<file path="config.mk">
export PLATFORM = sky130hd
export DESIGN_NAME = tmr_core
export DESIGN_NICKNAME = d
export VERILOG_FILES = /design/src/rtl/tmr_pkg.sv /design/src/rtl/tmr_core.sv
export SDC_FILE = /design/constraint.sdc
export NUM_CORES = 1
export LEC_CHECK = 0
export BUFFER_PORTS_ARGS = -buffer_cell sky130_fd_sc_hd__buf_2
export CAP_MARGIN = 15
export CELL_PAD_IN_SITES_DETAIL_PLACEMENT = 0
export CELL_PAD_IN_SITES_GLOBAL_PLACEMENT = 1
export CORE_UTILIZATION = 45
export DETAILED_ROUTE_END_ITERATION = 8
export PLACE_DENSITY_LB_ADDON = 0.15
export SLEW_MARGIN = 20
export SYNTH_ARGS = -nofsm -noshare
export SYNTH_HDL_FRONTEND = slang
export SYNTH_SLANG_ARGS = --single-unit
</file>
<file path="constraint.sdc">
create_clock -name core_clk -period 2.8 [get_ports core_clk]
set_input_delay 0.28 -clock core_clk [delete_from_list [all_inputs] [get_ports core_clk]]
set_output_delay 0.28 -clock core_clk [all_outputs]
set_load 0.01 [all_outputs]
</file>
<file path="src/rtl/tmr_pkg.sv">
// Package with register map, field positions and reset values of the 16-bit timer
package tmr_pkg;
  // Register indexes; byte address is four times the index
  localparam logic [5:0] TMR_IDX_CTRL_TWO = 6'h31;
  localparam logic [5:0] TMR_IDX_CTRL_ONE = 6'h32;
  localparam logic [5:0] TMR_IDX_FLAGS    = 6'h33;
  localparam logic [5:0] TMR_IDX_CAP_A_HI = 6'h34;
  localparam logic [5:0] TMR_IDX_CAP_A_LO = 6'h35;
  localparam logic [5:0] TMR_IDX_CMP_A_HI = 6'h36;
  localparam logic [5:0] TMR_IDX_CMP_A_LO = 6'h37;
  localparam logic [5:0] TMR_IDX_CNT_HI   = 6'h38;
  localparam logic [5:0] TMR_IDX_CNT_LO   = 6'h39;
  localparam logic [5:0] TMR_IDX_ALT_HI   = 6'h3A;
  localparam logic [5:0] TMR_IDX_ALT_LO   = 6'h3B;
  localparam logic [5:0] TMR_IDX_CAP_B_HI = 6'h3C;
  localparam logic [5:0] TMR_IDX_CAP_B_LO = 6'h3D;
  localparam logic [5:0] TMR_IDX_CMP_B_HI = 6'h3E;
  localparam logic [5:0] TMR_IDX_CMP_B_LO = 6'h3F;

  // Control one fields
  localparam int TMR_C1_CAP_IE  = 7;
  localparam int TMR_C1_CMP_IE  = 6;
  localparam int TMR_C1_OVF_IE  = 5;
  localparam int TMR_C1_FRC_B   = 4;
  localparam int TMR_C1_FRC_A   = 3;
  localparam int TMR_C1_LVL_B   = 2;
  localparam int TMR_C1_EDGE_A  = 1;
  localparam int TMR_C1_LVL_A   = 0;
  // Control two fields
  localparam int TMR_C2_PIN_A   = 7;
  localparam int TMR_C2_PIN_B   = 6;
  localparam int TMR_C2_ONE_P   = 5;
  localparam int TMR_C2_PWM     = 4;
  localparam int TMR_C2_CLK_HI  = 3;
  localparam int TMR_C2_CLK_LO  = 2;
  localparam int TMR_C2_EDGE_B  = 1;
  localparam int TMR_C2_EXT_EDG = 0;

  // Flag vector index k sits at status bit 7-k
  localparam int TMR_NFLAG      = 5;
  localparam int TMR_F_CAP_A    = 0;
  localparam int TMR_F_CMP_A    = 1;
  localparam int TMR_F_OVF      = 2;
  localparam int TMR_F_CAP_B    = 3;
  localparam int TMR_F_CMP_B    = 4;

  // Reset values and fixed counts
  localparam logic [7:0]  TMR_CTRL_RST   = 8'h00;
  localparam logic [7:0]  TMR_CMP_HI_RST = 8'h80;
  localparam logic [7:0]  TMR_CMP_LO_RST = 8'h00;
  localparam logic [15:0] TMR_CNT_RST    = 16'hFFFC;
  localparam logic [15:0] TMR_CNT_MAX    = 16'hFFFF;
  localparam logic [15:0] TMR_OPM_CAP    = 16'hFFFD;
  localparam logic [2:0]  TMR_PRE_DIV2   = 3'h1;
  localparam logic [2:0]  TMR_PRE_DIV4   = 3'h3;
  localparam logic [2:0]  TMR_PRE_DIV8   = 3'h7;

  typedef enum logic [1:0] {
    TMR_CLK_DIV4 = 2'b00,
    TMR_CLK_DIV2 = 2'b01,
    TMR_CLK_DIV8 = 2'b10,
    TMR_CLK_EXT  = 2'b11
  } tmr_clk_sel_t;
endpackage

</file>
<file path="src/rtl/tmr_core.sv">
// 16-bit timer with two captures, two compares, one-pulse and PWM modes, APB registers
//
// The implementer's own choices: register access over APB and the register offsets.
`timescale 1ns/1ps
`default_nettype none
module tmr_core
  import tmr_pkg::*;
#(
  parameter bit HAS_EXT_CLK = 1'b1
) (
  input  wire logic        core_clk,
  input  wire logic        reset_n,
  input  wire logic        psel,
  input  wire logic        penable,
  input  wire logic        pwrite,
  input  wire logic [7:0]  paddr,
  input  wire logic [31:0] pwdata,
  output logic             pready,
  output logic [31:0]      prdata,
  output logic             pslverr,
  input  wire logic        halt_mode,
  input  wire logic        cpu_irq_mask,
  output logic             timer_irq,
  input  wire logic        cap_a_pin,
  input  wire logic        cap_b_pin,
  input  wire logic        ext_clk_pin,
  output logic             cmp_a_pin,
  output logic             cmp_a_oe,
  output logic             cmp_b_pin,
  output logic             cmp_b_oe
);

  logic        pready_q;
  logic [31:0] prdata_q;
  logic        pslverr_q;
  logic        irq_q;
  logic [7:0]  ctrl_one_q;
  logic [7:0]  ctrl_two_q;
  logic [15:0] cmp_a_q;
  logic [15:0] cmp_b_q;
  logic        inh_a_q;
  logic        inh_b_q;
  logic [15:0] cnt_q;
  logic [15:0] cap_a_q;
  logic [15:0] cap_b_q;
  logic [2:0]  pre_q;
  logic [TMR_NFLAG-1:0] flag_q;
  logic [TMR_NFLAG-1:0] arm_q;
  logic [TMR_NFLAG-1:0] flag_set;
  logic [TMR_NFLAG-1:0] low_acc;
  logic        pin_a_q;
  logic        pin_b_q;
  logic        halt_q;
  logic        hold_a_q;
  logic        hold_b_q;
  logic [2:0]  cap_a_sy_q;
  logic [2:0]  cap_b_sy_q;
  logic [2:0]  ext_sy_q;

  // Bus decode
  logic        acc_done;
  logic        wr_done;
  logic        rd_done;
  logic [5:0]  idx;
  logic        idx_ok;
  logic [7:0]  rd_byte;
  logic [7:0]  wbyte;
  assign acc_done = psel & penable & pready_q;
  assign wr_done  = acc_done & pwrite & idx_ok;
  assign rd_done  = acc_done & ~pwrite & idx_ok;
  assign idx      = paddr[7:2];
  assign wbyte    = pwdata[7:0];
  assign idx_ok   = (paddr[1:0] == 2'b00) && (idx >= TMR_IDX_CTRL_TWO) &&
                    (idx <= TMR_IDX_CMP_B_LO);

  // Modes; PWM wins when both mode bits are set
  logic pwm_on;
  logic opm_on;
  logic lvl_a;
  logic lvl_b;
  assign pwm_on = ctrl_two_q[TMR_C2_PWM];
  assign opm_on = ctrl_two_q[TMR_C2_ONE_P] & ~pwm_on;
  assign lvl_a  = ctrl_one_q[TMR_C1_LVL_A];
  assign lvl_b  = ctrl_one_q[TMR_C1_LVL_B];

  // Pin synchronisers; stage 0 is read only by stage 1
  always_ff @(posedge core_clk or negedge reset_n) begin
    if (!reset_n) begin
      cap_a_sy_q <= 3'h0;
      cap_b_sy_q <= 3'h0;
      ext_sy_q   <= 3'h0;
    end else begin
      cap_a_sy_q <= {cap_a_sy_q[1:0], cap_a_pin};
      cap_b_sy_q <= {cap_b_sy_q[1:0], cap_b_pin};
      ext_sy_q   <= {ext_sy_q[1:0], ext_clk_pin};
    end
  end

  logic edge_a;
  logic edge_b;
  logic edge_ext;
  assign edge_a = ctrl_one_q[TMR_C1_EDGE_A] ? (cap_a_sy_q[1] & ~cap_a_sy_q[2]) :
                                              (~cap_a_sy_q[1] & cap_a_sy_q[2]);
  assign edge_b = ctrl_two_q[TMR_C2_EDGE_B] ? (cap_b_sy_q[1] & ~cap_b_sy_q[2]) :
                                              (~cap_b_sy_q[1] & cap_b_sy_q[2]);
  assign edge_ext = ctrl_two_q[TMR_C2_EXT_EDG] ? (ext_sy_q[1] & ~ext_sy_q[2]) :
                                                 (~ext_sy_q[1] & ext_sy_q[2]);

  // Prescaler runs free; slower rates are one-cycle enables
  always_ff @(posedge core_clk or negedge reset_n) begin
    if (!reset_n) begin
      pre_q <= 3'h0;
    end else begin
      pre_q <= pre_q + 3'h1;
    end
  end

  logic tick;
  always_comb begin
    case (tmr_clk_sel_t'(ctrl_two_q[TMR_C2_CLK_HI:TMR_C2_CLK_LO]))
      TMR_CLK_DIV4: tick = (pre_q[1:0] == TMR_PRE_DIV4[1:0]);
      TMR_CLK_DIV2: tick = (pre_q[0] == TMR_PRE_DIV2[0]);
      TMR_CLK_DIV8: tick = (pre_q == TMR_PRE_DIV8);
      TMR_CLK_EXT:  tick = HAS_EXT_CLK & edge_ext;
      default:      tick = 1'b0;
    endcase
    // frozen in halt; wait has no effect here
    tick = tick & ~halt_mode;
  end

  // Events
  logic match_a;
  logic match_b;
  logic pwm_per;
  logic opm_trig;
  logic ovf_evt;
  logic halt_exit;
  logic cap_a_evt;
  logic cap_b_evt;
  logic cnt_wr;
  // compares run whatever the pin enables say
  assign match_a   = tick & ~inh_a_q & (cnt_q == cmp_a_q);
  assign match_b   = tick & ~inh_b_q & (cnt_q == cmp_b_q);
  assign pwm_per   = pwm_on & match_b;
  // pin a edge triggers the pulse
  assign opm_trig  = opm_on & edge_a & ~halt_mode;
  assign ovf_evt   = tick & (cnt_q == TMR_CNT_MAX) & ~pwm_per;
  assign halt_exit = halt_q & ~halt_mode;
  // Pin a is disconnected from capture in both waveform modes
  assign cap_a_evt = (edge_a & ~halt_mode & ~pwm_on & ~opm_on) |
                     (halt_exit & hold_a_q);
  assign cap_b_evt = (edge_b & ~halt_mode) | (halt_exit & hold_b_q);
  assign cnt_wr    = wr_done & ((idx == TMR_IDX_CNT_LO) | (idx == TMR_IDX_ALT_LO));

  // counter with reset value and low-byte write reset
  always_ff @(posedge core_clk or negedge reset_n) begin
    if (!reset_n) begin
      cnt_q <= TMR_CNT_RST;
    end else if (cnt_wr | opm_trig | pwm_per) begin
      cnt_q <= TMR_CNT_RST;
    end else if (tick) begin
      cnt_q <= cnt_q + 16'h0001;
    end
  end

  // capture edges during halt are held until exit
  always_ff @(posedge core_clk or negedge reset_n) begin
    if (!reset_n) begin
      halt_q   <= 1'b0;
      hold_a_q <= 1'b0;
      hold_b_q <= 1'b0;
    end else begin
      halt_q <= halt_mode;
      if (halt_exit) begin
        hold_a_q <= 1'b0;
        hold_b_q <= 1'b0;
      end else if (halt_mode) begin
        hold_a_q <= hold_a_q | (edge_a & ~pwm_on & ~opm_on);
        hold_b_q <= hold_b_q | edge_b;
      end
    end
  end

  // Capture registers; undefined after reset, cleared here for determinism
  always_ff @(posedge core_clk or negedge reset_n) begin
    if (!reset_n) begin
      cap_a_q <= 16'h0000;
      cap_b_q <= 16'h0000;
    end else begin
      if (opm_trig) begin
        cap_a_q <= TMR_OPM_CAP;
      end else if (cap_a_evt) begin
        cap_a_q <= cnt_q;
      end
      if (cap_b_evt) begin
        cap_b_q <= cnt_q;
      end
    end
  end

  // Flag sources
  // capture a, pulse trigger or PWM period
  assign flag_set[TMR_F_CAP_A] = cap_a_evt | opm_trig | pwm_per;
  // compare flags are silent in PWM, flag a also in single-pulse
  assign flag_set[TMR_F_CMP_A] = match_a & ~pwm_on & ~opm_on;
  assign flag_set[TMR_F_CMP_B] = match_b & ~pwm_on;
  assign flag_set[TMR_F_OVF]   = ovf_evt;
  assign flag_set[TMR_F_CAP_B] = cap_b_evt;

  // Low-byte accesses that finish the two-step clear; alternate counter excluded
  assign low_acc[TMR_F_CAP_A] = acc_done & (idx == TMR_IDX_CAP_A_LO);
  assign low_acc[TMR_F_CMP_A] = acc_done & (idx == TMR_IDX_CMP_A_LO);
  assign low_acc[TMR_F_OVF]   = acc_done & (idx == TMR_IDX_CNT_LO);
  assign low_acc[TMR_F_CAP_B] = acc_done & (idx == TMR_IDX_CAP_B_LO);
  assign low_acc[TMR_F_CMP_B] = acc_done & (idx == TMR_IDX_CMP_B_LO);

  logic stat_rd;
  assign stat_rd = rd_done & (idx == TMR_IDX_FLAGS);

  // Set beats clear so an event in the clearing cycle survives
  for (genvar g = 0; g < TMR_NFLAG; g++) begin : g_flag
    always_ff @(posedge core_clk or negedge reset_n) begin
      if (!reset_n) begin
        flag_q[g] <= 1'b0;
        arm_q[g]  <= 1'b0;
      end else begin
        if (flag_set[g]) begin
          flag_q[g] <= 1'b1;
        end else if (low_acc[g] & arm_q[g]) begin
          flag_q[g] <= 1'b0;
        end
        if (stat_rd) begin
          arm_q[g] <= flag_q[g];
        end else if (low_acc[g]) begin
          arm_q[g] <= 1'b0;
        end
      end
    end
  end

  // Control and compare registers; high write stalls compare until low write
  always_ff @(posedge core_clk or negedge reset_n) begin
    if (!reset_n) begin
      ctrl_one_q <= TMR_CTRL_RST;
      ctrl_two_q <= TMR_CTRL_RST;
      cmp_a_q    <= {TMR_CMP_HI_RST, TMR_CMP_LO_RST};
      cmp_b_q    <= {TMR_CMP_HI_RST, TMR_CMP_LO_RST};
      inh_a_q    <= 1'b0;
      inh_b_q    <= 1'b0;
    end else if (wr_done) begin
      case (idx)
        TMR_IDX_CTRL_ONE: ctrl_one_q <= wbyte;
        TMR_IDX_CTRL_TWO: ctrl_two_q <= wbyte;
        TMR_IDX_CMP_A_HI: begin
          cmp_a_q[15:8] <= wbyte;
          inh_a_q       <= 1'b1;
        end
        TMR_IDX_CMP_A_LO: begin
          cmp_a_q[7:0] <= wbyte;
          inh_a_q      <= 1'b0;
        end
        TMR_IDX_CMP_B_HI: begin
          cmp_b_q[15:8] <= wbyte;
          inh_b_q       <= 1'b1;
        end
        TMR_IDX_CMP_B_LO: begin
          cmp_b_q[7:0] <= wbyte;
          inh_b_q      <= 1'b0;
        end
        default: ;
      endcase
    end
  end

  // Force requests act on the write itself, not on the stored bit
  logic frc_a;
  logic frc_b;
  logic ctrl_one_wr;
  assign ctrl_one_wr = wr_done & (idx == TMR_IDX_CTRL_ONE);
  assign frc_a = ctrl_one_wr & wbyte[TMR_C1_FRC_A] & ~pwm_on & ~opm_on;
  assign frc_b = ctrl_one_wr & wbyte[TMR_C1_FRC_B] & ~pwm_on & ~opm_on;

  // Pin a level; only moves while the pin is routed out
  always_ff @(posedge core_clk or negedge reset_n) begin
    if (!reset_n) begin
      pin_a_q <= 1'b0;
    end else if (ctrl_two_q[TMR_C2_PIN_A]) begin
      if (pwm_on) begin
        // period edge takes level_b, width edge takes level_a
        if (pwm_per) begin
          pin_a_q <= lvl_b;
        end else if (match_a) begin
          pin_a_q <= lvl_a;
        end
      end else if (opm_on) begin
        // pulse starts with level_b, ends with level_a
        if (opm_trig) begin
          pin_a_q <= lvl_b;
        end else if (match_a) begin
          pin_a_q <= lvl_a;
        end
      end else if (frc_a) begin
        pin_a_q <= wbyte[TMR_C1_LVL_A];
      end else if (match_a) begin
        pin_a_q <= lvl_a;
      end
    end
  end

  // Pin b level; level_b belongs to pin a in both waveform modes
  always_ff @(posedge core_clk or negedge reset_n) begin
    if (!reset_n) begin
      pin_b_q <= 1'b0;
    end else if (ctrl_two_q[TMR_C2_PIN_B] & ~pwm_on & ~opm_on) begin
      if (frc_b) begin
        pin_b_q <= wbyte[TMR_C1_LVL_B];
      end else if (match_b) begin
        pin_b_q <= lvl_b;
      end
    end
  end

  // Shared interrupt line
  logic irq_d;
  always_comb begin
    irq_d = 1'b0;
    if (ctrl_one_q[TMR_C1_CAP_IE] & (flag_q[TMR_F_CAP_A] | flag_q[TMR_F_CAP_B])) begin
      irq_d = 1'b1;
    end
    if (ctrl_one_q[TMR_C1_CMP_IE] & (flag_q[TMR_F_CMP_A] | flag_q[TMR_F_CMP_B])) begin
      irq_d = 1'b1;
    end
    if (ctrl_one_q[TMR_C1_OVF_IE] & flag_q[TMR_F_OVF]) begin
      irq_d = 1'b1;
    end
    // masked by CPU, never raised in halt, free to wake from wait
    irq_d = irq_d & ~cpu_irq_mask & ~halt_mode;
  end

  // Read mux; status low bits are zero
  always_comb begin
    case (idx)
      TMR_IDX_CTRL_ONE: rd_byte = ctrl_one_q;
      TMR_IDX_CTRL_TWO: rd_byte = ctrl_two_q;
      TMR_IDX_FLAGS:    rd_byte = {flag_q[0], flag_q[1], flag_q[2], flag_q[3], flag_q[4],
                                   3'h0};
      TMR_IDX_CAP_A_HI: rd_byte = cap_a_q[15:8];
      TMR_IDX_CAP_A_LO: rd_byte = cap_a_q[7:0];
      TMR_IDX_CMP_A_HI: rd_byte = cmp_a_q[15:8];
      TMR_IDX_CMP_A_LO: rd_byte = cmp_a_q[7:0];
      TMR_IDX_CNT_HI:   rd_byte = cnt_q[15:8];
      TMR_IDX_CNT_LO:   rd_byte = cnt_q[7:0];
      TMR_IDX_ALT_HI:   rd_byte = cnt_q[15:8];
      TMR_IDX_ALT_LO:   rd_byte = cnt_q[7:0];
      TMR_IDX_CAP_B_HI: rd_byte = cap_b_q[15:8];
      TMR_IDX_CAP_B_LO: rd_byte = cap_b_q[7:0];
      TMR_IDX_CMP_B_HI: rd_byte = cmp_b_q[15:8];
      TMR_IDX_CMP_B_LO: rd_byte = cmp_b_q[7:0];
      default:          rd_byte = 8'h00;
    endcase
  end

  // APB slave: one wait state, data and error captured with ready
  always_ff @(posedge core_clk or negedge reset_n) begin
    if (!reset_n) begin
      pready_q  <= 1'b0;
      prdata_q  <= 32'h0000_0000;
      pslverr_q <= 1'b0;
    end else if (psel & penable & ~pready_q) begin
      pready_q  <= 1'b1;
      prdata_q  <= (~pwrite & idx_ok) ? {24'h00_0000, rd_byte} : 32'h0000_0000;
      pslverr_q <= ~idx_ok;
    end else begin
      pready_q  <= 1'b0;
      pslverr_q <= 1'b0;
    end
  end

  always_ff @(posedge core_clk or negedge reset_n) begin
    if (!reset_n) begin
      irq_q <= 1'b0;
    end else begin
      irq_q <= irq_d;
    end
  end

  assign pready    = pready_q;
  assign prdata    = prdata_q;
  assign pslverr   = pslverr_q;
  assign timer_irq = irq_q;
  assign cmp_a_pin = pin_a_q;
  assign cmp_b_pin = pin_b_q;
  assign cmp_a_oe  = ctrl_two_q[TMR_C2_PIN_A];
  assign cmp_b_oe  = ctrl_two_q[TMR_C2_PIN_B];

endmodule
`default_nettype wire

</file>
Word-level counts from Yosys, hierarchy flattened
Cells that the tools add are included.
Cells by class
  reduce and logical (&&, ||, !) cells: 31
  equality and inequality tests: 23
  $lt $le $gt $ge: 2
  bitwise logic cells: 90
  add/subtract/negate cells: 2
  multiplexer cells: 49
Operators with widths (number)
  one-hot mux 8 bit (13 select lines): 1
  == test 6 bit (second input constant): 15
  2-to-1 mux 16 bit: 4
  bitwise AND 1 bit: 63
  2-to-1 mux 1 bit: 40
  == test 16 bit: 2
  nonzero test 2 bit: 16
  AND reduction 2 bit: 9
  adder 16 x 1 -> 16 bit (second input constant): 1
  == test 16 bit (second input constant): 1
  inverter 1 bit: 16
  bitwise OR 1 bit: 11
  2-to-1 mux 8 bit: 1
  == test 2 bit (second input constant): 3
  >= comparator 6 bit (second input constant): 1
  less-or-equal comparator 6 bit (second input constant): 1
  logical NOT 2 bit: 2
  one-hot mux 1 bit (2 select lines): 2
  one-hot mux 1 bit (4 select lines): 1
  OR reduction 2 bit: 2
  adder 3 x 1 -> 3 bit (second input constant): 1
  == test 3 bit (second input constant): 1
  == test 2 x 1 -> 1 bit (second input constant): 1
  logical AND 1 bit: 2
Storage, ports and cells
  register bits after elaboration: 160
  bits of input ports: 50
  output and inout port bits: 39
  word-level logic and storage cells: 231

Logic depth before layout (Yosys ltp)
Gate-level depths: netlist of the first run.
  depth in word-level cells: 11
  depth in mapped cells: 11
  depth with buffers taken out: 9

Worst setup path after synthesis of the first run
No wires, ideal clock.
  path kind: register to register
  start point: register cnt_q[2]
  end point: register cnt_q[0]
  setup slack: 0.701 ns
  data required time: 2.681 ns
  stages on the path, launching flop included: 10
  arrival: 1.980 ns
  path through: dfstp_2 clkbuf_1 xor2_1 nor4_2 nand3_1 nor4_4 nand2_2 and3_1 buf_6 and2_1
On the way
  cells in the longest elaborated chain, start to end: 5
  elaborated cells on any way between the ends: 6
  those cells by class: eq/ne (1); mux (1); bitwise (3); reduce/logical (1)
RTL lines
  from (decl): line tmr_core.sv:43  | logic [15:0] cnt_q;
  from (signal assigned): line tmr_core.sv:162  | cnt_q <= cnt_q + 16'h0001;
  == test 16 bit *: line tmr_core.sv:143  | assign match_b = tick & ~inh_b_q & (cnt_q == cmp_b_q);
  bitwise AND 1 bit *: line tmr_core.sv:143
  bitwise AND 1 bit *: line tmr_core.sv:144  | assign pwm_per = pwm_on & match_b;
  bitwise OR 1 bit *: line tmr_core.sv:159  | end else if (cnt_wr | opm_trig | pwm_per) begin
  2-to-1 mux 16 bit or nonzero test 2 bit (tied branches)
Mark *: on every way between the ends. The rest lies on a longest branch, timed or not.
A chain may end at the register's enable or synchronous reset.

Final worst setup path of the first run
  start point: register pre_q[0]
  end point: register cnt_q[2]
On the way
  cells in the longest elaborated chain, start to end: 8
  elaborated cells on any way between the ends: 10
  those cells by class: eq/ne (2); mux (2); bitwise (5); reduce/logical (1)
RTL lines
  from (decl): line tmr_core.sv:46  | logic [2:0] pre_q;
  from (signal assigned): line tmr_core.sv:114  | pre_q <= pre_q + 3'h1;
  == test 3 bit or == test 2 bit (tied branches): line tmr_core.sv:123, tmr_core.sv:121
  one-hot mux 1 bit (4 select lines) *: line tmr_core.sv:120  | case (tmr_clk_sel_t'(ctrl_two_q[TMR_C2_CLK_HI:TMR_C2_CLK_LO]))
  bitwise AND 1 bit *: line tmr_core.sv:128  | tick = tick & ~halt_mode;
  bitwise AND 1 bit (2 in series): line tmr_core.sv:143
  bitwise AND 1 bit: line tmr_core.sv:144
  bitwise OR 1 bit: line tmr_core.sv:159
  2-to-1 mux 16 bit or nonzero test 2 bit (tied branches)
Marks and branches as above.

==> results of run 1 <==
## area by class of cell
cell class / count / area (um^2)
multi-input combinational: 444 / 3040
timing repair buffer: 75 / 492
clock buffer: 23 / 468
sequential: 136 / 3420
fill: 1270 / 6860
clock inverter: 9 / 77.6
inverter: 15 / 56.3
tap: 184 / 230
## state kept, by name, indices dropped and copies added (netlist names)
register    flops
cap_b_q        16
flag_q          5
inh_b_q         1
cmp_a_q        16
cap_a_q        16
pre_q           3
cmp_b_q        16
cmp_b_pin       1
pslverr         1
ctrl_one_q      8
ctrl_two_q      8
inh_a_q         1
pready          1
hold_b_q        1
timer_irq       1
halt_q          1
hold_a_q        1
cmp_a_pin       1
cap_a_sy_q      3
ext_sy_q        3
cap_b_sy_q      3
cnt_q          16
prdata          8
arm_q           5
## metal layers
metal  part of all wire, %  up-vias
met1                    42     2526
met2                    46      252
met4                   3.0        0
met5                     0        -
li1                      -     2309
met3                   8.8       48
## report_power, final
| group | internal, mW | total, mW | switching [mW] |
|---|---|---|---|
| sequential | 2.24 | 2.50 | 0.265 |
| clock | 1.26 | 2.08 | 0.818 |
| combinational | 0.322 | 0.704 | 0.381 |
## worst paths after layout
check                                endpoint          start  slack, ns  depth (start not counted)
min in group asynchronous          cap_a_q[9]        reset_n       0.44                          2
worst max register to register       cnt_q[2]       pre_q[0]       0.32                         10
worst min register to register  cap_b_sy_q[1]  cap_b_sy_q[0]       0.35                          0
max in group asynchronous         cmp_b_q[15]        reset_n       1.53                          3
worst min-delay path                timer_irq   cpu_irq_mask       0.03                          2
worst max-delay path                 cnt_q[2]       pre_q[0]       0.32                         10
## worst max-delay path, delay by kind of cell, from the launching register on
kind                       cells  cell delay (ns)
AOI/OAI and AO/OA              2             0.36
adders and majority gates      2             0.38
buffers and inverters          1             0.23
DFF                            1             0.37
muxes                          1             0.31
and+or+nand+nor                4             0.74
## logic make-up after synthesis
kind of cell	count (synthesis)
compound gates	100
xor+xnor	46
fa+ha+maj	3
buf+inv	76
flops	136
mux	70
other cells	1
simple gates	201
## cell usage in the layout (no fill, tap or decap), drive strengths merged, types with 19 or more instances in the layout
| cell | instances |
|---|---|
| xor2 | 19 |
| nand2 | 84 |
| conb | 24 |
| mux2 | 63 |
| nor2 | 23 |
| dfrtp | 120 |
| nand3 | 38 |
| o21ai | 25 |
| xnor2 | 27 |
| clkbuf | 23 |
| buf | 71 |
## stage by stage
stage	hold slack (ns)	utilization (%)	setup slack [ns]	total power, mW
3_5_place_dp	0.322	49.2	0.340	3.22
2_1_floorplan	-0.0156	-	0.701	2.95
6_report	0.0325	53.2	0.325	5.28
4_1_cts	0.0147	53.2	0.323	5.31
3_3_place_gp	0.321	49.2	0.367	3.20
5_1_grt	0.0209	53.2	0.198	5.51
## timing repair
item	4_1_cts	5_1_grt
setup buffers	0	0
hold buffers	4	0
hold endpoints to repair	53	0
==> metrics.txt, run 1 <==
status=complete, but fails checks; failing checks=design-rule violations; Num CTS Buffers=17; largest family of logic cells by synthesized area=simple AND/OR/NAND/NOR gates; Ports=about 90; Post-Place Cells=between 800 and 900; required time of the critical path=3.13 ns; Critical Path, Cell by Cell=ha_1 -> ha_1 -> mux2_1 -> o21bai_1 -> nand2b_1 -> nor4_4 -> nand2_2 -> and3_1 -> buf_4 -> o21ai_0; antenna diode count=0; async set-reset flop share out of synthesis=100%; GR Util met3=7.09%; Worst EP arrival=2.81 ns; mux contribution to synthesized area=11.5%; top post-synthesis cells by area=dfrtp_1 (44%), mux2_2 (10%), dfstp_2 (6.2%); GR peak layer=met2; fin area=7780 um^2; Max Root-Sink Buffers=2; routing usage on met2=40.5%; period utilization=around 88%; sequential area share after synthesis=between 50% and 60%; Root Buffer=clkbuf_16; clk_skew=0.00583 ns; final hold vios=0; Critical-path top delay cell=dfrtp_1; Die Y=between 100 and 150 um; Leakage=3.64 nW; Synth warnings=0; fmax=~400 MHz; TNS Setup=0 ns; CP peak stage delay=around 0.37 ns; M1 GR Usage=a little over a third; Starting Density=between 40% and 50%; placement row count=44; crit path time final=~2.5 ns; gpl congestion=roughly 0.92; RSZ-0062 raised after global routing=no; routed len/inst=roughly 22 um; Yosys top cell by area=dfrtp_1; CP dominant cell by count=ha_1; Global Route Usage Sum=between 20% and 30%; number of synthesized flops with an enable pin=0; Sink Count=approximately 140; count leader, synth=dfrtp_1; Antenna Nets Post-Route=0; Final setup viols=0; adder-cell share of the synthesized area=0.553%; power per standard cell area=approximately 680 nW/um^2; placed inst area=7200 um^2; TritonCTS clock tree=yes; post-cts resize count=0; crit path max fanout=14; DRC=16; Pins Over Slew Limit=0; clock transition at the registers of the reported paths=roughly 0.060 ns; CP endpoint kind=register; commonest cells in the netlist=dfrtp_1 (120), nand2_1 (83), mux2_2 (62); synthesized area per cell=about 11 um^2; Skew-Pair Late Insertion Delay=0.42 ns; Synth top area share=between 40 and 50%; Gate Count Post-Synth=633; routed vias=5,135; Worst VDD drop=roughly 420 uV; Die Area=between 15,000 and 20,000 um^2; largest net degree at the start of global routing=a little under 70; Synth Area in XOR/XNOR=between 5 and 6%; post-synthesis compound-gate area fraction=about a tenth; initial antenna violation count=0; post-synth cell types=59; Mapped Area=6790 um^2; hold crit path type=input pin to register; core area=14,600 um^2; final cell count without fillers=~890; prevailing post-synth register cell=dfrtp_1; die width=between 100 and 150 um; DR vias/cell=5.80; layout cells sized above 1=26.6%; first-pass GRT wire length=30.2 mm; post-DP HPWL=about 14 mm; NumNets Final=742; #FFs+latches synth=between 100 and 150; WL final=approximately 19 mm; grt ovf=0; Worst setup SP type=register; Max-slew headroom=between 30% and 40%; H-tree levels=4; Setup CP Type=register to register; simple-gate share of the synthesized area=~15%; worst slew pin tran=between 0.9 and 1 ns; router iterations before antenna repair=8; P&R area growth vs syn=14.7%; Port Buf Inserts=40; DRT iter0 DRCs=between 400 and 500; Max Cap Viol=0; vias in the first global route=~5,100
(Power assumes the default switching activity.)
==> inputs of run 2 (changes only) <==
--- a/config.mk
+++ b/config.mk
@@ -9,6 +9,7 @@
 export CAP_MARGIN = 15
 export CELL_PAD_IN_SITES_DETAIL_PLACEMENT = 0
 export CELL_PAD_IN_SITES_GLOBAL_PLACEMENT = 1
+export CORE_ASPECT_RATIO = 1.2
 export CORE_UTILIZATION = 45
 export DETAILED_ROUTE_END_ITERATION = 8
 export PLACE_DENSITY_LB_ADDON = 0.15
==> run 2 against run 1 <==
Effect of this change: the flow now finishes without violations; cell area rose by 2.2%; sequential share of layout area down 0.94 points; combinational power down 5.1%; worst hold slack better by 0.016 ns; utilization increased by 1.6 points; critical path depth unchanged; largest power group is now the clock network.
==> metrics.txt, run 2 (synthesized netlist as in run 1, its figures left out) <==
status=finished clean; RSZ-0062 raised after global routing=no; count of buffer and inverter cells on the critical path=1; initial antenna violation count=0; Die Area=around 16,000 um^2; Max-slew headroom=a little under half; required time of the critical path=3.12 ns; CP dominant cell by count=ha_1; Antenna Nets Post-Route=0; crit path from=pre_q[0]; TNS Setup=0 ns; Ports=89; die width=roughly 110 um; vias in the first global route=around 5,000; NumNets Final=approximately 750; WL final=slightly below 20 mm; layout cells sized above 1=about 27%; Setup CP Type=register to register; setup slack after layout=~0.32 ns; dpl ws=0.377 ns; hold_sp=cpu_irq_mask; Pins Over Slew Limit=0; fmax=404 MHz; Skew-Pair Late Insertion Delay=around 0.42 ns; Final setup viols=0; Max Cap Viol=0; commonest non-fill, non-tap cell in the layout=dfrtp_1; Num CTS Buffers=17; Max Root-Sink Buffers=2; Leakage=between 3 and 4 nW; Worst VDD drop=approximately 430 uV; first-pass GRT wire length=~31 mm; Die Y=137 um; clk_skew=0.00806 ns; leading cell types in the layout, fill and taps excluded=dfrtp_1 (120), nand2_1 (83), mux2_2 (62), buf_2 (39), nand3_1 (38); post-DP HPWL=approximately 14 mm; Starting Density=a little under half; Sink Count=around 140; CP endpoint kind=register; crit path time final=roughly 2.5 ns; Setup Buffers After CTS=0; DR vias/cell=between 5 and 6; largest net degree at the start of global routing=74; final hold vios=0; router iterations before antenna repair=5; Critical Path, Cell by Cell=ha_1 -> ha_1 -> mux2_1 -> o21bai_1 -> nand2b_1 -> nor4_4 -> nand2_2 -> and3_1 -> buf_4 -> a21boi_0; antenna diode count=0; hold crit path type=input pin to register; worst slew pin tran=around 0.8 ns; Pwr Total=approximately 5.8 mW; H-tree levels=4; routed len/inst=21.8 um; Port Buf Inserts=40; grt ovf=0; Critical-path top delay cell=dfrtp_1; critical path's top delay family=simple AND/OR/NAND/NOR gates; Root Buffer=clkbuf_16; TritonCTS clock tree=yes; crit path max fanout=16; DRC=0; Worst setup SP type=register; power per standard cell area=between 700 and 800 nW/um^2; clock transition at the registers of the reported paths=roughly 0.060 ns; Worst EP arrival=about 2.8 ns; Global Route Usage Sum=a little over a quarter; CP peak stage delay=approximately 0.37 ns; DRT iter0 DRCs=approximately 400; placement row count=48; routed vias=around 5,200; core area=14,500 um^2; period utilization=about nine tenths; P&R area growth vs syn=17.2%; gpl congestion=0.875; reg-to-reg startpoint=pre_q[0]
-- run 2: changes by cell type in the layout (fill, tap and decap cells not counted) --
cell and delta:
buf_12 -1, buf_4 +5, bufinv_16 +5, clkbuf_1 -3, clkinv_2 -3, inv_6 +1
-- run 2: worst paths after layout --
| kind | end | slack (ns) | depth (start not counted) |
|---|---|---|---|
| min in group asynchronous | cap_a_q[9] | 0.46 | 2 |
| setup reg to reg | cnt_q[1] | 0.32 | 10 |
| hold reg to reg | cap_a_sy_q[1] | 0.35 | 0 |
| hold / removal | timer_irq | 0.05 | 2 |
| setup / recovery | cnt_q[1] | 0.32 | 10 |
| max in group asynchronous | cnt_q[11] | 1.52 | 3 |
-- run 2: area by class of cell --
class / instances / area (um^2)
inverter: 15 / 56.3
tap: 200 / 250
fill: 1345 / 6580
sequential: 136 / 3420
multi-input combinational: 444 / 3040
clock inverter: 12 / 221
clock buffer: 20 / 457
timing repair buffer: 79 / 509
-- run 2: layer usage --
metal / up-vias / wire [um] / global-route usage, %
met4: 0 / 795 / 12.6
li1: 2318 / - / -
met3: 45 / 1290 / 6.64
met5: - / 0 / 0
met1: 2601 / 8020 / 33.8
met2: 213 / 9670 / 44.7
-- run 2: power breakdown --
| group | leakage (nW) | switching (mW) | internal [mW] |
|---|---|---|---|
| Combinational | 1.67 | 0.355 | 0.312 |
| Sequential | 1.72 | 0.290 | 2.24 |
| Clock | 0.323 | 0.845 | 1.72 |
| Total | 3.71 | 1.49 | 4.27 |
-- run 2: timing repair --
action / 4_1_cts / 5_1_grt
hold endpoints to repair: 70 / 0
resized for setup: 0 / 0
hold buffers: 4 / 0
-- run 2: stage by stage --
stage / cells / area [um^2] / util [%] / hold slack, ns
2_1_floorplan: 656 / 6870 / - / -0.0156
3_3_place_gp: 870 / 7240 / 49.8 / 0.331
3_5_place_dp: 870 / 7240 / 49.8 / 0.336
4_1_cts: 906 / 7960 / 54.7 / 0.0336
5_1_grt: 906 / 7960 / 54.7 / 0.0324
6_report: 906 / 7960 / 54.7 / 0.0484
-- run 2: worst reg2reg max path, delay by kind of cell (launching register included) --
kind / cells / cell delay, ns
simple gates: 4 / 0.65
fa+ha+maj: 2 / 0.38
compound gates: 2 / 0.47
mux: 1 / 0.30
flops: 1 / 0.37
buf+inv: 1 / 0.21
==> inputs of run 3 (changes only) <==
--- a/config.mk
+++ b/config.mk
@@ -10,10 +10,9 @@
 export CELL_PAD_IN_SITES_DETAIL_PLACEMENT = 0
 export CELL_PAD_IN_SITES_GLOBAL_PLACEMENT = 1
 export CORE_ASPECT_RATIO = 1.2
-export CORE_UTILIZATION = 45
+export CORE_UTILIZATION = 26
 export DETAILED_ROUTE_END_ITERATION = 8
 export PLACE_DENSITY_LB_ADDON = 0.15
-export SLEW_MARGIN = 20
 export SYNTH_ARGS = -nofsm -noshare
 export SYNTH_HDL_FRONTEND = slang
 export SYNTH_SLANG_ARGS = --single-unit
==> run 3 against run 2 <==
Effect of this change: via count shrank 1.2%; cell area grew 1.8%; sequential power is 2% lower; fmax decreased by 0.19%; clock power fell by 13%; critical path depth is the same; worst hold slack improved by 0.044 ns; global-route usage down 8.9 points; die area increased by 72%; utilization is 23 points lower; highest routed layer unchanged.
==> metrics.txt, run 3 (synthesized netlist as in run 1, its figures left out) <==
Worst setup SP type=register; vias in the first global route=roughly 5,300; critical path's top delay family=simple AND/OR/NAND/NOR gates; CP dominant cell by count=ha_1; largest net degree at the start of global routing=61; count of buffer and inverter cells on the critical path=1; Worst VDD drop=410 uV; hold crit path type=input pin to register; Critical Path, Cell by Cell=ha_1 -> ha_1 -> mux2_1 -> o21bai_1 -> nand2b_1 -> nor4_4 -> nand2_2 -> and3_1 -> buf_4 -> nand2_1; DR vias/cell=4.91; Antenna Nets Post-Route=0; setup slack after layout=between 0.3 and 0.4 ns; Max-slew headroom=54.8%; Pins Over Slew Limit=0; Max Root-Sink Buffers=2; NumNets Final=between 700 and 800; Port Buf Inserts=40; routed vias=about 5,000; power per standard cell area=around 670 nW/um^2; required time of the critical path=between 3 and 4 ns; grt ovf=0; Post-Place Cells=roughly 1,000; final cell count without fillers=1,043; clock transition at the registers of the reported paths=roughly 0.06 ns; Die Y=between 150 and 200 um; Die Area=~27,000 um^2; Sw Ratio=approximately 29%; crit path from=pre_q[0]; Pwr Total=5.45 mW; crit path max fanout=13; commonest non-fill, non-tap cell in the layout=dfrtp_1; Critical-path top delay cell=dfrtp_1; first-pass GRT wire length=34.6 mm; Max Cap Viol=0; Leakage=around 3.7 nW; gpl congestion=about 0.8; post-DP HPWL=about 17 mm; Int Power=between 3 and 4 mW; post-cts resize count=0; H-tree levels=4; Setup CP Type=register to register; core area=about 26,000 um^2; Starting Density=around a quarter; WL final=~23 mm; combinational share of power=between 10% and 20%; cts-stage hold buffer count=4; Num CTS Buffers=17; Net Switching=about 1.6 mW; placement row count=64; final hold vios=0; power share of the clock group=about two fifths; hold_sp=halt_mode; layout cells sized above 1=~28%; period utilization=between 80% and 90%; Worst EP arrival=about 2.8 ns; RSZ-0062 raised after global routing=no; leading cell types in the layout, fill and taps excluded=dfrtp_1 (120), nand2_1 (83), mux2_2 (62), buf_4 (40), buf_2 (39); Sequential Power Share=a little under half; Setup Buffers After CTS=0; Final setup viols=0; DRT iter0 DRCs=397; die width=approximately 150 um; clk_skew=0.0151 ns; antenna diode count=0; routed len/inst=21.9 um; TNS Setup=0 ns; CP peak stage delay=0.38 ns; Sink Count=about 140; router iterations before antenna repair=5; Global Route Usage Sum=a little under a fifth; fmax=between 400 and 500 MHz; worst slew pin tran=0.676 ns; Skew-Pair Late Insertion Delay=between 0.4 and 0.5 ns; DRC=0; initial antenna violation count=0; hold_ws=between 0.09 and 0.1 ns; dpl ws=approximately 0.28 ns; reg-to-reg startpoint=pre_q[0]; Root Buffer=clkbuf_16; crit path time final=2.48 ns; Ports=89; P&R area growth vs syn=19.3%; TritonCTS clock tree=yes; CP endpoint kind=register; status=finished clean
-- run 3: final timing paths --
| check | end | slack, ns | depth (start not counted) |
|---|---|---|---|
| max reg2reg | cnt_q[9] | 0.32 | 10 |
| min reg2reg | cap_b_sy_q[1] | 0.34 | 0 |
| min | halt_q | 0.09 | 1 |
| max in group asynchronous | cmp_a_q[15] | 1.58 | 3 |
| min in group asynchronous | cap_a_sy_q[0] | 0.38 | 2 |
| max | cnt_q[9] | 0.32 | 10 |
-- run 3: final cells by class --
cell class                      count  area (um^2)
Clock inverter                     12          128
Sequential cell                   136         3420
Tap cell                          330          413
Multi-Input combinational cell    444         3040
Fill cell                        2660        17400
Clock buffer                       19          443
Timing Repair Buffer               87          597
Inverter                           15         56.3
-- run 3: power by group through the flow --
stage               sequential, mW  combinational [mW]  clock, mW
detailed placement            2.51               0.761          0
finish                        2.48               0.761       2.22
CTS                           2.48               0.769       2.28
global route                  2.51               0.844       2.36
global placement              2.51               0.750          0
floorplan                     2.34               0.611          0
-- run 3: metal layers --
layer | wire, um | part of all wire (%) | up-vias | track usage [%]
li1 | - | - | 2338 | -
met1 | 10100 | 44 | 2598 | 23.7
met2 | 11200 | 49 | 147 | 30.2
met3 | 935 | 4.1 | 33 | 2.98
met4 | 592 | 2.6 | 0 | 7.31
met5 | 0 | 0 | - | 0
-- run 3: worst register-to-register path: stages, from the launching register on --
cell	delay [ns]
dfrtp_1	0.38
ha_1	0.21
ha_1	0.17
mux2_1	0.29
o21bai_1	0.22
nand2b_1	0.28
nor4_4	0.07
nand2_2	0.14
and3_1	0.31
buf_4	0.25
nand2_1	0.08
-- run 3: stage by stage --
step / area, um^2 / util, %
finish: 8100 / 31.7
CTS: 8090 / 31.7
global placement: 7480 / 29.3
detailed placement: 7480 / 29.3
global route: 8100 / 31.7
floorplan: 6870 / -
